**config.mk**
```make
export PLATFORM = sky130hd
export DESIGN_NAME = mio_port
export DESIGN_NICKNAME = d
export VERILOG_FILES = /design/src/mio_edge.v /design/src/mio_port.v /design/src/mio_sync.v
export VERILOG_INCLUDE_DIRS = /design/src
export SDC_FILE = /design/constraint.sdc
export NUM_CORES = 1
export LEC_CHECK = 0
export BUFFER_PORTS_ARGS = -buffer_cell sky130_fd_sc_hd__buf_2
export CAP_MARGIN = 20
export CORE_UTILIZATION = 53
export CTS_CLUSTER_DIAMETER = 50
export DETAILED_ROUTE_END_ITERATION = 7
export PLACE_DENSITY = 0.84
export SETUP_SLACK_MARGIN = 0.05
export SLEW_MARGIN = 10
export SYNTH_ARGS = -nofsm -noshare
export SYNTH_HDL_FRONTEND = slang
export SYNTH_SLANG_ARGS = --single-unit
```
**constraint.sdc**
```tcl
create_clock -name core_clk_i -period 2.2 [get_ports core_clk_i]
set_clock_uncertainty 0.2 [all_clocks]
set_input_delay 0.22 -clock core_clk_i [delete_from_list [all_inputs] [get_ports core_clk_i]]
set_output_delay 0.22 -clock core_clk_i [all_outputs]
set_load 0.01 [all_outputs]
```
**src/mio_regs.vh**
```
// register indices, reset values and pin-sharing constants for the port block
`ifndef MIO_REGS_VH
`define MIO_REGS_VH

// ****************************************************************
// register indices on the internal data-memory port
// ****************************************************************
`define MIO_IDX_PORT_A_DATA  3'h0
`define MIO_IDX_PORT_A_DIR   3'h1
`define MIO_IDX_PORT_B_DATA  3'h2
`define MIO_IDX_PORT_B_DIR   3'h3
`define MIO_IDX_PORT_C_DATA  3'h4
`define MIO_IDX_PORT_D_DATA  3'h5
`define MIO_IDX_PORT_E_DATA  3'h6

// ****************************************************************
// reset values
// ****************************************************************
`define MIO_RST_ONES         8'hFF
`define MIO_RST_PORT_C       8'h00
`define MIO_RD_UNUSED        8'h00

// ****************************************************************
// pin positions of shared functions
// ****************************************************************
`define MIO_BIT_EXT_IRQ      3
`define MIO_BIT_TIMER        2
`define MIO_BIT_IRQ_PIN      0
`define MIO_BIT_PWM_OUT_0         4
`define MIO_BIT_PWM_OUT_1         5
`define MIO_ADC_CHANNELS     6
`define MIO_SYNC_STAGES      2

`endif

```
**src/mio_edge.v**
```verilog
// falling and any-edge detector on synchronised levels
`timescale 1ns/1ns
module mio_edge #(
  parameter WIDTH = 8
) (
  input  wire             core_clk_i,
  input  wire             rstn_i,
  input  wire [WIDTH-1:0] level_i,
  output wire [WIDTH-1:0] fall_o,
  output wire [WIDTH-1:0] any_o
);
  reg [WIDTH-1:0] prev_reg;

  // idle high so that a pin held high through reset gives no edge
  always @(posedge core_clk_i or negedge rstn_i) begin
    if (!rstn_i)
      prev_reg <= {WIDTH{1'b1}};
    else
      prev_reg <= level_i;
  end

  assign fall_o = prev_reg & ~level_i;
  assign any_o  = prev_reg ^ level_i;
endmodule // mio_edge

```
**src/mio_port.v**
```verilog
// parallel I/O port logic: two bidirectional and three output-only ports
`timescale 1ns/1ns
`include "mio_regs.vh"
module mio_port #(
  parameter WIDTH = 8,
  parameter ADC_N = `MIO_ADC_CHANNELS
) (
  input  wire             core_clk_i,
  input  wire             rstn_i,
  // data-memory port of the core
  input  wire [2:0]       reg_idx_i,
  input  wire             reg_wr_i,
  input  wire             reg_rd_i,
  input  wire             bit_op_i,
  input  wire [2:0]       bit_sel_i,
  input  wire             bit_val_i,
  input  wire [WIDTH-1:0] reg_wdata_i,
  input  wire             phase_two_i,
  output reg  [WIDTH-1:0] reg_rdata_o,
  // configuration options and shared-function controls
  input  wire [WIDTH-1:0] port_a_pullup_opt_i,
  input  wire [WIDTH-1:0] port_b_pullup_opt_i,
  input  wire [WIDTH-1:0] port_a_wake_opt_i,
  input  wire             pwm_out_0_opt_i,
  input  wire             pwm_out_1_opt_i,
  input  wire             pwm_out_0_i,
  input  wire             pwm_out_1_i,
  input  wire [ADC_N-1:0] adc_pin_sel_i,
  input  wire             ext_irq_en_i,
  input  wire             lcd_drive_enable_i,
  input  wire             timer_ext_mode_i,
  input  wire             power_down_i,
  // pins
  input  wire [WIDTH-1:0] port_a_pin_i,
  output reg  [WIDTH-1:0] port_a_pin_o,
  output reg  [WIDTH-1:0] port_a_pin_oen_o,
  output reg  [WIDTH-1:0] port_a_pullup_o,
  input  wire [WIDTH-1:0] port_b_pin_i,
  output reg  [WIDTH-1:0] port_b_pin_o,
  output reg  [WIDTH-1:0] port_b_pin_oen_o,
  output reg  [WIDTH-1:0] port_b_pullup_o,
  output reg  [WIDTH-1:0] port_c_pin_o,
  output reg  [WIDTH-1:0] port_c_pin_oen_o,
  input  wire             port_d_bit0_pin_i,
  output reg  [WIDTH-1:0] port_d_pin_o,
  output reg  [WIDTH-1:0] port_d_pin_oen_o,
  output reg  [WIDTH-1:0] port_e_pin_o,
  output reg  [WIDTH-1:0] port_e_pin_oen_o,
  // events towards the core
  output wire             timer_ext_clock_pin_o,
  output reg              wake_o,
  output reg              ext_irq_o
);

  // ****************************************************************
  // registers
  // ****************************************************************
  reg  [WIDTH-1:0] port_a_data_reg;
  reg  [WIDTH-1:0] port_a_direction_reg;
  reg  [WIDTH-1:0] port_b_data_reg;
  reg  [WIDTH-1:0] port_b_direction_reg;
  reg  [WIDTH-1:0] port_c_data_reg;
  reg  [WIDTH-1:0] port_d_data_reg;
  reg  [WIDTH-1:0] port_e_data_reg;
  reg  [WIDTH-1:0] port_a_sample_reg;
  reg  [WIDTH-1:0] port_b_sample_reg;
  reg              phase_two_prev_reg;
  reg  [WIDTH-1:0] read_next;
  reg  [WIDTH-1:0] write_next;
  reg  [WIDTH-1:0] port_a_pullup_next;
  reg  [WIDTH-1:0] port_b_pullup_next;
  reg  [WIDTH-1:0] adc_mask;
  wire             phase_two_rise;
  wire [WIDTH-1:0] bit_mask;
  wire             irq_pin_mode;
  wire [WIDTH-1:0] pwm_sel;
  wire [WIDTH-1:0] pwm_level;
  wire [WIDTH-1:0] port_a_sync;
  wire [WIDTH-1:0] port_a_fall;
  wire             irq_sync;
  wire             irq_any;
  genvar           g;

  // ****************************************************************
  // input sampling
  // ****************************************************************
  // sample at phase_two
  assign phase_two_rise = phase_two_i & ~phase_two_prev_reg;

  always @(posedge core_clk_i or negedge rstn_i) begin
    if (!rstn_i) begin
      phase_two_prev_reg <= 1'b0;
      port_a_sample_reg  <= `MIO_RST_ONES;
      port_b_sample_reg  <= `MIO_RST_ONES;
    end else begin
      phase_two_prev_reg <= phase_two_i;
      if (phase_two_rise) begin
        port_a_sample_reg <= port_a_pin_i;
        port_b_sample_reg <= port_b_pin_i;
      end
    end
  end

  // ****************************************************************
  // read multiplexer
  // ****************************************************************
  always @* begin
    case (reg_idx_i)
      `MIO_IDX_PORT_A_DATA:
        read_next = (port_a_direction_reg & port_a_sample_reg) |
                    (~port_a_direction_reg & port_a_data_reg);
      `MIO_IDX_PORT_A_DIR:  read_next = port_a_direction_reg;
      `MIO_IDX_PORT_B_DATA:
        read_next = (port_b_direction_reg & port_b_sample_reg) |
                    (~port_b_direction_reg & port_b_data_reg);
      `MIO_IDX_PORT_B_DIR:  read_next = port_b_direction_reg;
      `MIO_IDX_PORT_C_DATA: read_next = port_c_data_reg;
      `MIO_IDX_PORT_D_DATA: read_next = port_d_data_reg;
      `MIO_IDX_PORT_E_DATA: read_next = port_e_data_reg;
      default:              read_next = `MIO_RD_UNUSED;
    endcase
  end

  assign bit_mask = {{(WIDTH-1){1'b0}}, 1'b1} << bit_sel_i;

  always @* begin
    if (bit_op_i)
      write_next = bit_val_i ? (read_next | bit_mask)
                             : (read_next & ~bit_mask);
    else
      write_next = reg_wdata_i;
  end

  always @(posedge core_clk_i or negedge rstn_i) begin
    if (!rstn_i)
      reg_rdata_o <= `MIO_RD_UNUSED;
    else if (reg_rd_i)
      reg_rdata_o <= read_next;
  end

  // ****************************************************************
  // register writes
  // ****************************************************************
  always @(posedge core_clk_i or negedge rstn_i) begin
    if (!rstn_i) begin
      port_a_data_reg      <= `MIO_RST_ONES;
      port_a_direction_reg <= `MIO_RST_ONES;
      port_b_data_reg      <= `MIO_RST_ONES;
      port_b_direction_reg <= `MIO_RST_ONES;
      port_c_data_reg      <= `MIO_RST_PORT_C;
      port_d_data_reg      <= `MIO_RST_ONES;
      port_e_data_reg      <= `MIO_RST_ONES;
    end else if (reg_wr_i) begin
      case (reg_idx_i)
        `MIO_IDX_PORT_A_DATA: port_a_data_reg      <= write_next;
        `MIO_IDX_PORT_A_DIR:  port_a_direction_reg <= write_next;
        `MIO_IDX_PORT_B_DATA: port_b_data_reg      <= write_next;
        `MIO_IDX_PORT_B_DIR:  port_b_direction_reg <= write_next;
        `MIO_IDX_PORT_C_DATA: port_c_data_reg      <= write_next;
        `MIO_IDX_PORT_D_DATA: port_d_data_reg      <= write_next;
        `MIO_IDX_PORT_E_DATA: port_e_data_reg      <= write_next;
        default: ;
      endcase
    end
  end

  // ****************************************************************
  // pin drivers
  // ****************************************************************
  // option and waveform per pin; only two pins can carry a pwm
  generate
    for (g = 0; g < WIDTH; g = g + 1) begin : g_pwm
      if (g == `MIO_BIT_PWM_OUT_0) begin : g_p0
        assign pwm_sel[g]   = pwm_out_0_opt_i;
        assign pwm_level[g] = pwm_out_0_i;
      end else if (g == `MIO_BIT_PWM_OUT_1) begin : g_p1
        assign pwm_sel[g]   = pwm_out_1_opt_i;
        assign pwm_level[g] = pwm_out_1_i;
      end else begin : g_none
        assign pwm_sel[g]   = 1'b0;
        assign pwm_level[g] = 1'b0;
      end
    end
  endgenerate

  assign irq_pin_mode = ext_irq_en_i & ~lcd_drive_enable_i &
                        port_d_data_reg[`MIO_BIT_IRQ_PIN];

  always @* begin
    adc_mask = {WIDTH{1'b0}};
    adc_mask[ADC_N-1:0] = adc_pin_sel_i;
  end

  always @* begin
    port_a_pullup_next = port_a_pullup_opt_i & port_a_direction_reg;
    port_b_pullup_next = port_b_pullup_opt_i & port_b_direction_reg &
                         ~adc_mask;
  end

  // registered so pins change one clock after the latch, glitch free
  always @(posedge core_clk_i or negedge rstn_i) begin
    if (!rstn_i) begin
      port_a_pin_o     <= `MIO_RST_ONES;
      port_a_pin_oen_o <= `MIO_RST_ONES;
      port_a_pullup_o  <= {WIDTH{1'b0}};
      port_b_pin_o     <= `MIO_RST_ONES;
      port_b_pin_oen_o <= `MIO_RST_ONES;
      port_b_pullup_o  <= {WIDTH{1'b0}};
      port_c_pin_o     <= {WIDTH{1'b0}};
      port_c_pin_oen_o <= `MIO_RST_ONES;
      port_d_pin_o     <= {WIDTH{1'b0}};
      port_d_pin_oen_o <= `MIO_RST_ONES;
      port_e_pin_o     <= {WIDTH{1'b0}};
      port_e_pin_oen_o <= `MIO_RST_ONES;
    end else begin
      port_a_pin_o <= (pwm_sel & pwm_level) | (~pwm_sel & port_a_data_reg);
      port_a_pin_oen_o <= port_a_direction_reg;
      port_a_pullup_o  <= port_a_pullup_next;
      port_b_pin_o     <= port_b_data_reg;
      port_b_pin_oen_o <= port_b_direction_reg | adc_mask;
      port_b_pullup_o  <= port_b_pullup_next;
      port_c_pin_o     <= {WIDTH{1'b0}};
      port_c_pin_oen_o <= port_c_data_reg;
      port_d_pin_o     <= {WIDTH{1'b0}};
      port_d_pin_oen_o <= port_d_data_reg;
      port_e_pin_o     <= {WIDTH{1'b0}};
      port_e_pin_oen_o <= port_e_data_reg;
    end
  end

  // ****************************************************************
  // edge events
  // ****************************************************************
  // synchronise before edges
  mio_sync #(
    .WIDTH (WIDTH)
  ) u_sync_a (
    .core_clk_i (core_clk_i),
    .rstn_i     (rstn_i),
    .async_i    (port_a_pin_i),
    .sync_o     (port_a_sync)
  );

  mio_sync #(
    .WIDTH (1)
  ) u_sync_irq (
    .core_clk_i (core_clk_i),
    .rstn_i     (rstn_i),
    .async_i    (port_d_bit0_pin_i),
    .sync_o     (irq_sync)
  );

  mio_edge #(
    .WIDTH (WIDTH)
  ) u_edge_a (
    .core_clk_i (core_clk_i),
    .rstn_i     (rstn_i),
    .level_i    (port_a_sync),
    .fall_o     (port_a_fall),
    .any_o      ()
  );

  mio_edge #(
    .WIDTH (1)
  ) u_edge_irq (
    .core_clk_i (core_clk_i),
    .rstn_i     (rstn_i),
    .level_i    (irq_sync),
    .fall_o     (),
    .any_o      (irq_any)
  );

  assign timer_ext_clock_pin_o = port_a_sync[`MIO_BIT_TIMER] &
                                 timer_ext_mode_i;

  always @(posedge core_clk_i or negedge rstn_i) begin
    if (!rstn_i) begin
      wake_o    <= 1'b0;
      ext_irq_o <= 1'b0;
    end else begin
      wake_o    <= power_down_i & (|(port_a_fall & port_a_wake_opt_i));
      ext_irq_o <= irq_pin_mode & irq_any;
    end
  end

endmodule // mio_port

```
**src/mio_sync.v**
```verilog
// two-flop synchroniser for a bus of asynchronous pin levels
`timescale 1ns/1ns
module mio_sync #(
  parameter WIDTH = 8
) (
  input  wire             core_clk_i,
  input  wire             rstn_i,
  input  wire [WIDTH-1:0] async_i,
  output wire [WIDTH-1:0] sync_o
);
  reg [WIDTH-1:0] meta_reg;
  reg [WIDTH-1:0] sync_reg;

  // first stage feeds only the second stage
  always @(posedge core_clk_i or negedge rstn_i) begin
    if (!rstn_i) begin
      meta_reg <= {WIDTH{1'b1}};
      sync_reg <= {WIDTH{1'b1}};
    end else begin
      meta_reg <= async_i;
      sync_reg <= meta_reg;
    end
  end

  assign sync_o = sync_reg;
endmodule // mio_sync
```
# Word-level counts from Yosys, hierarchy flattened
# Cells that the tools add are included.
# Widths: inputs -> output; s select.
# totals
regBits	182
input_bits	76
wordCells	79
# classes
n_eq_ne	6
n_shift	1
n_mux	3
bitwise	32
reduce_logical	9
# ops
operator	count
$and 8x8->8	11
$pmux 8 s7	1
$not 8->8	4
$or 8x8->8	3
$mux 8	2
$not 6->8	2
$reduce_and 2->1	7
$eq 3x3->1 const B	3
$or 6x8->8	1
$or 8x6->8	1
$reduce_or 8->1	1
$shl 1x3->8 const A	1
$and 1x1->1	6
$and 6x6->6	1
$eq 3x2->1 const B	2
$eq 3x1->1 const B	1
$logic_not 3->1	1
$not 1->1	2
$xor 1x1->1	1

# Logic depth before layout (Yosys ltp)
# depth
ltp_word	7
ltp_mapped	8

# Modules after synthesis
# A second synthesis with hierarchy kept.
# unflattened
hier_cells	581
area_unflattened_um2	7427.1
# by_module_without_submodules
module	instances	cells_each	area_each_um2	seq_area_each_um2
mio_port	1	527	6537.5	4028.9
mio_sync at u_sync_a	1	16	420.4	420.4
mio_edge at u_edge_a	1	32	370.4	210.2
mio_sync at u_sync_irq	1	2	52.6	52.6
mio_edge at u_edge_irq	1	4	46.3	26.3

# Worst setup path after synthesis
# OpenSTA, ideal clock, no wires.
# synth_timing
path_kind	in2reg
startpoint	input port reg_idx_i[0]
endpoint	register port_c_data_reg[2]
t_arrival_ps	1425
t_required_ps	1867
slack_ps	442
stages	6
path_buffers	3
cell_sequence	buf_4 > buf_6 > buf_6 > a221o_1 > a221oi_4 > o21ai_1
# synth_via
elab_chain_len	5
elab_cells_between_ends	13
classes_between	6 x eq/ne; 3 x mux; 2 x bitwise; 2 x reduce/logical
# synth_rtl
element	line	source
from (decl)	mio_port.v:11	input wire [2:0] reg_idx_i,
$eq 3x3->1 (tied with other cells)	mio_port.v:108	case (reg_idx_i)
$pmux 8 s7	mio_port.v:108	
$and 8x8->8 or $or 8x8->8 (tied branches)	mio_port.v:129, mio_port.v:128	
$mux 8	mio_port.v:128	write_next = bit_val_i ? (read_next | bit_mask)
$mux 8	mio_port.v:127	if (bit_op_i)
to (signal assigned)	mio_port.v:150	port_c_data_reg <= `MIO_RST_PORT_C;
to (signal assigned)	mio_port.v:159	`MIO_IDX_PORT_C_DATA: port_c_data_reg <= write_next;
to (decl)	mio_port.v:62	reg [WIDTH-1:0] port_c_data_reg;
# Several ways; a longest one is shown, not always the timed one.
# A chain may end at the register's enable or synchronous reset.

# Worst setup path after layout
# layout_timing
startpoint	register port_b_direction_reg[5]
endpoint	register port_b_direction_reg[5]
# layout_via
elab_chain_len	7
elab_cells_between_ends	9
classes_between	3 x mux; 6 x bitwise
# layout_rtl
element	line	source
from (decl)	mio_port.v:61	reg [WIDTH-1:0] port_b_direction_reg;
from (signal assigned)	mio_port.v:149	port_b_direction_reg <= `MIO_RST_ONES;
from (signal assigned)	mio_port.v:158	`MIO_IDX_PORT_B_DIR: port_b_direction_reg <= write_next;
$not 8->8	mio_port.v:115	(~port_b_direction_reg & port_b_data_reg);
$and 8x8->8	mio_port.v:115	
$or 8x8->8	mio_port.v:114	read_next = (port_b_direction_reg & port_b_sample_reg) |
$pmux 8 s7 *	mio_port.v:108	
$and 8x8->8 or $or 8x8->8 (tied branches)	mio_port.v:129, mio_port.v:128	
$mux 8 *	mio_port.v:128	
$mux 8 *	mio_port.v:127	
# Mark *: on every way between the ends. The rest lies on a longest branch, timed or not.

==> impl_metrics.ini <==
[outcome]
outcome = finished clean

[logic_synthesis]
synth-main-ff-cell = dfstp_2
synth.avg_cell_area_um2 = 12.43
synth-edff-count = 0
ys_types = 50
ys_seq_area_frac = 0.6282
synthesis.area_um2 = 7542
synthCells = 607
synth_warnings = 0
ys_seq_elements = 182
async_flop_share = 1.000

[timing]
fin_crit_ns = 2.087
hold_violations = 0
post-route-period-util = 0.9487
clock.fmax_mhz = 479.1
setup-tns-final_ns = 0
final_max_slew_viol_count = 0
rsz0062_at_grt = false
relSlewSlack = 0.5765
tightestPinTransition_ns = 0.6305
setup_viol = 0

[floorplan]
fp-row-count = 43
start_util = 0.5434
ioPinCount = 183
die_area_um2 = 14710
core_area_um2 = 13880
die_x_um = 121.3
die_h_um = 121.3

[flow_run]
cap_violations = 0

[layout]
stdcell_area_um2 = 9574
nFillCells = 997
syn2layout_area_growth_pct = 26.94
final_layout_size_suffix_gt1_frac = 0.4747
multi_input_area_um2 = 2525
nNetsFinal = 893
ff_latch_area_um2 = 4738
layoutNonFillerInstCount = 1010
diodes = 0

[placed_design]
place_congestion = 0.9103
dpl.hpwl_um = 12940
placed_cell_area_um2 = 8454
place_inst = 930
io_buffers = 158

[drt]
wirelength_um = 19250
viasPerCell = 5.646
drc = 0
antenna_left = 0
drt_iter0_drc = 527
vias = 5702
routedWlPerCell_um = 19.06
first_pass_iters = 5

[cts]
cts_setup_buffers = 0
htreeDepth = 4
clock-root-buffer = clkbuf_16
cts_buffer_depth = 2
clk_latency_ns = 0.43
cts.sinks = 182
cts_made_buffers = 17
clk_pin_slew_ns = 0.06
cts_tree = done

[global_route]
grt_antenna_before_repair = 1
grt_pass1_vias = 5657
overflow = 0
grt_max_degree = 64
grt_pass1_wl_um = 29860
grtUsageTotal = 0.2730

[pwr]
power_mw = 9.609
leakage_nw = 4.082
power.density_nw_per_um2 = 1004
ir_drop_v = 0.0005408

[critical_path]
worst-setup-path-type = reg2reg
required_ns = 2.33
cp_max_fo = 7
slowest_delay_ns = 0.61
slowest_stage = dfstp_2
path_cells = mux2i_1 > o221ai_2 > o31ai_4 > a31oi_1
cp-end-kind = flop
crit_path_start_kind = flop
arrival_ns = 2.21

[min_path]
min_path_type = in2reg
-- metrics by stage --
stage / setup WS (ns) / util / hold WS (ns)
detailed placement: 0.08143 / 0.6091 / 0.03931
global route: 0.05966 / 0.6897 / 0.02956
global placement: 0.1375 / 0.6091 / 0.03386
floorplan: 0.4421 / - / -0.2756
CTS: 0.1507 / 0.6885 / 0.004966
finish: 0.1128 / 0.6897 / 0.008479
-- metal layers --
layer	global-route usage	wire, um	vias up
met5	0	13	-
met4	0.1065	385	2
met3	0.07425	1692	42
met2	0.4151	8944	299
met1	0.3724	8212	2817
li1	-	-	2542
-- cells by family after synthesis --
logic type,after synthesis,share of synthesized area
AND/OR/NAND/NOR,197,0.1496
multiplexers,30,0.04346
buffers and inverters,61,0.05076
AO/OA/AOI/OAI,135,0.1262
XOR/XNOR,1,0.001161
flip-flops,182,0.6282
other,1,0.0004972
-- worst paths after layout --
kind / startpoint / endpoint / slack, ns / cells past startpoint
max: port_b_direction_reg[5] / port_b_direction_reg[5] / 0.11 / 4
min: reg_rd_i / reg_rdata_o[7] / 0.008 / 2
max reg2reg: port_b_direction_reg[5] / port_b_direction_reg[5] / 0.11 / 4
min reg2reg: u_sync_a.meta_reg[2] / u_sync_a.sync_o[2] / 0.15 / 0
max in group asynchronous: rstn_i / u_sync_a.sync_o[3] / 0.94 / 3
min in group asynchronous: rstn_i / phase_two_prev_reg / 0.15 / 2
-- timing repair --
action                     in CTS  in global routing
hold endpoints to repair      120                  0
hold buffers                   48                  0
gates resized for setup         0                  2
setup endpoints to repair       0                  8
-- report_power, final --
group          leakage [nW]  internal, mW  switching [mW]
combinational          1.80         0.741           0.900
sequential             1.98          4.32           0.436
clock                 0.298          1.94            1.27
total                  4.08          7.00            2.61
-- cells in the final DEF (no fill, tap or decap), drive strengths merged, types with 7 or more instances in the layout --
cell	synthesis	routed
and2	11	11
mux2i	11	11
nand2b	13	13
conb	1	24
nor2	71	71
a21oi	31	31
or4bb	7	7
nand3	15	15
dfstp	147	147
nor3	10	10
buf	48	178
o21ai	22	22
or2	7	7
dlygate4sd3	0	48
nand3b	17	17
nand2	15	15
a31oi	42	42
dfrtp	35	35
or3b	10	10
clkbuf	10	21
mux2	19	19
nand4b	8	8
-- synthesized netlist by cell type, types with 8 or more instances --
cell	instances	area share
dfstp_2	147	0.51
and2_1	11	0.0091
dfrtp_1	35	0.12
nand3b_1	17	0.017
clkbuf_1	10	0.0050
nand4b_1	8	0.0093
nand3_1	15	0.010
nand2b_1	13	0.011
nand2_1	15	0.0075
a31oi_1	42	0.035
a21oi_1	30	0.020
buf_4	26	0.026
mux2i_1	11	0.015
o21ai_1	14	0.0093
mux2_2	18	0.027
nor3_1	10	0.0066
nor2_1	71	0.035
buf_2	15	0.010
o21ai_0	8	0.0053
-- cell type report --
type	instances	area share
well taps	180	0.02352
repair buffers	226	0.1517
flip-flops and latches	182	0.4949
clock inverters	11	0.01790
inverters	3	0.001176
clock buffers	21	0.04705
multi-input cells	387	0.2637
-- worst max-delay path: cells and delay by family (launching register included) --
family | cells | cell delay [ns]
AOI/OAI and AO/OA | 3 | 0.77
DFF | 1 | 0.61
muxes | 1 | 0.40
Power figures use the tool's default switching activity.
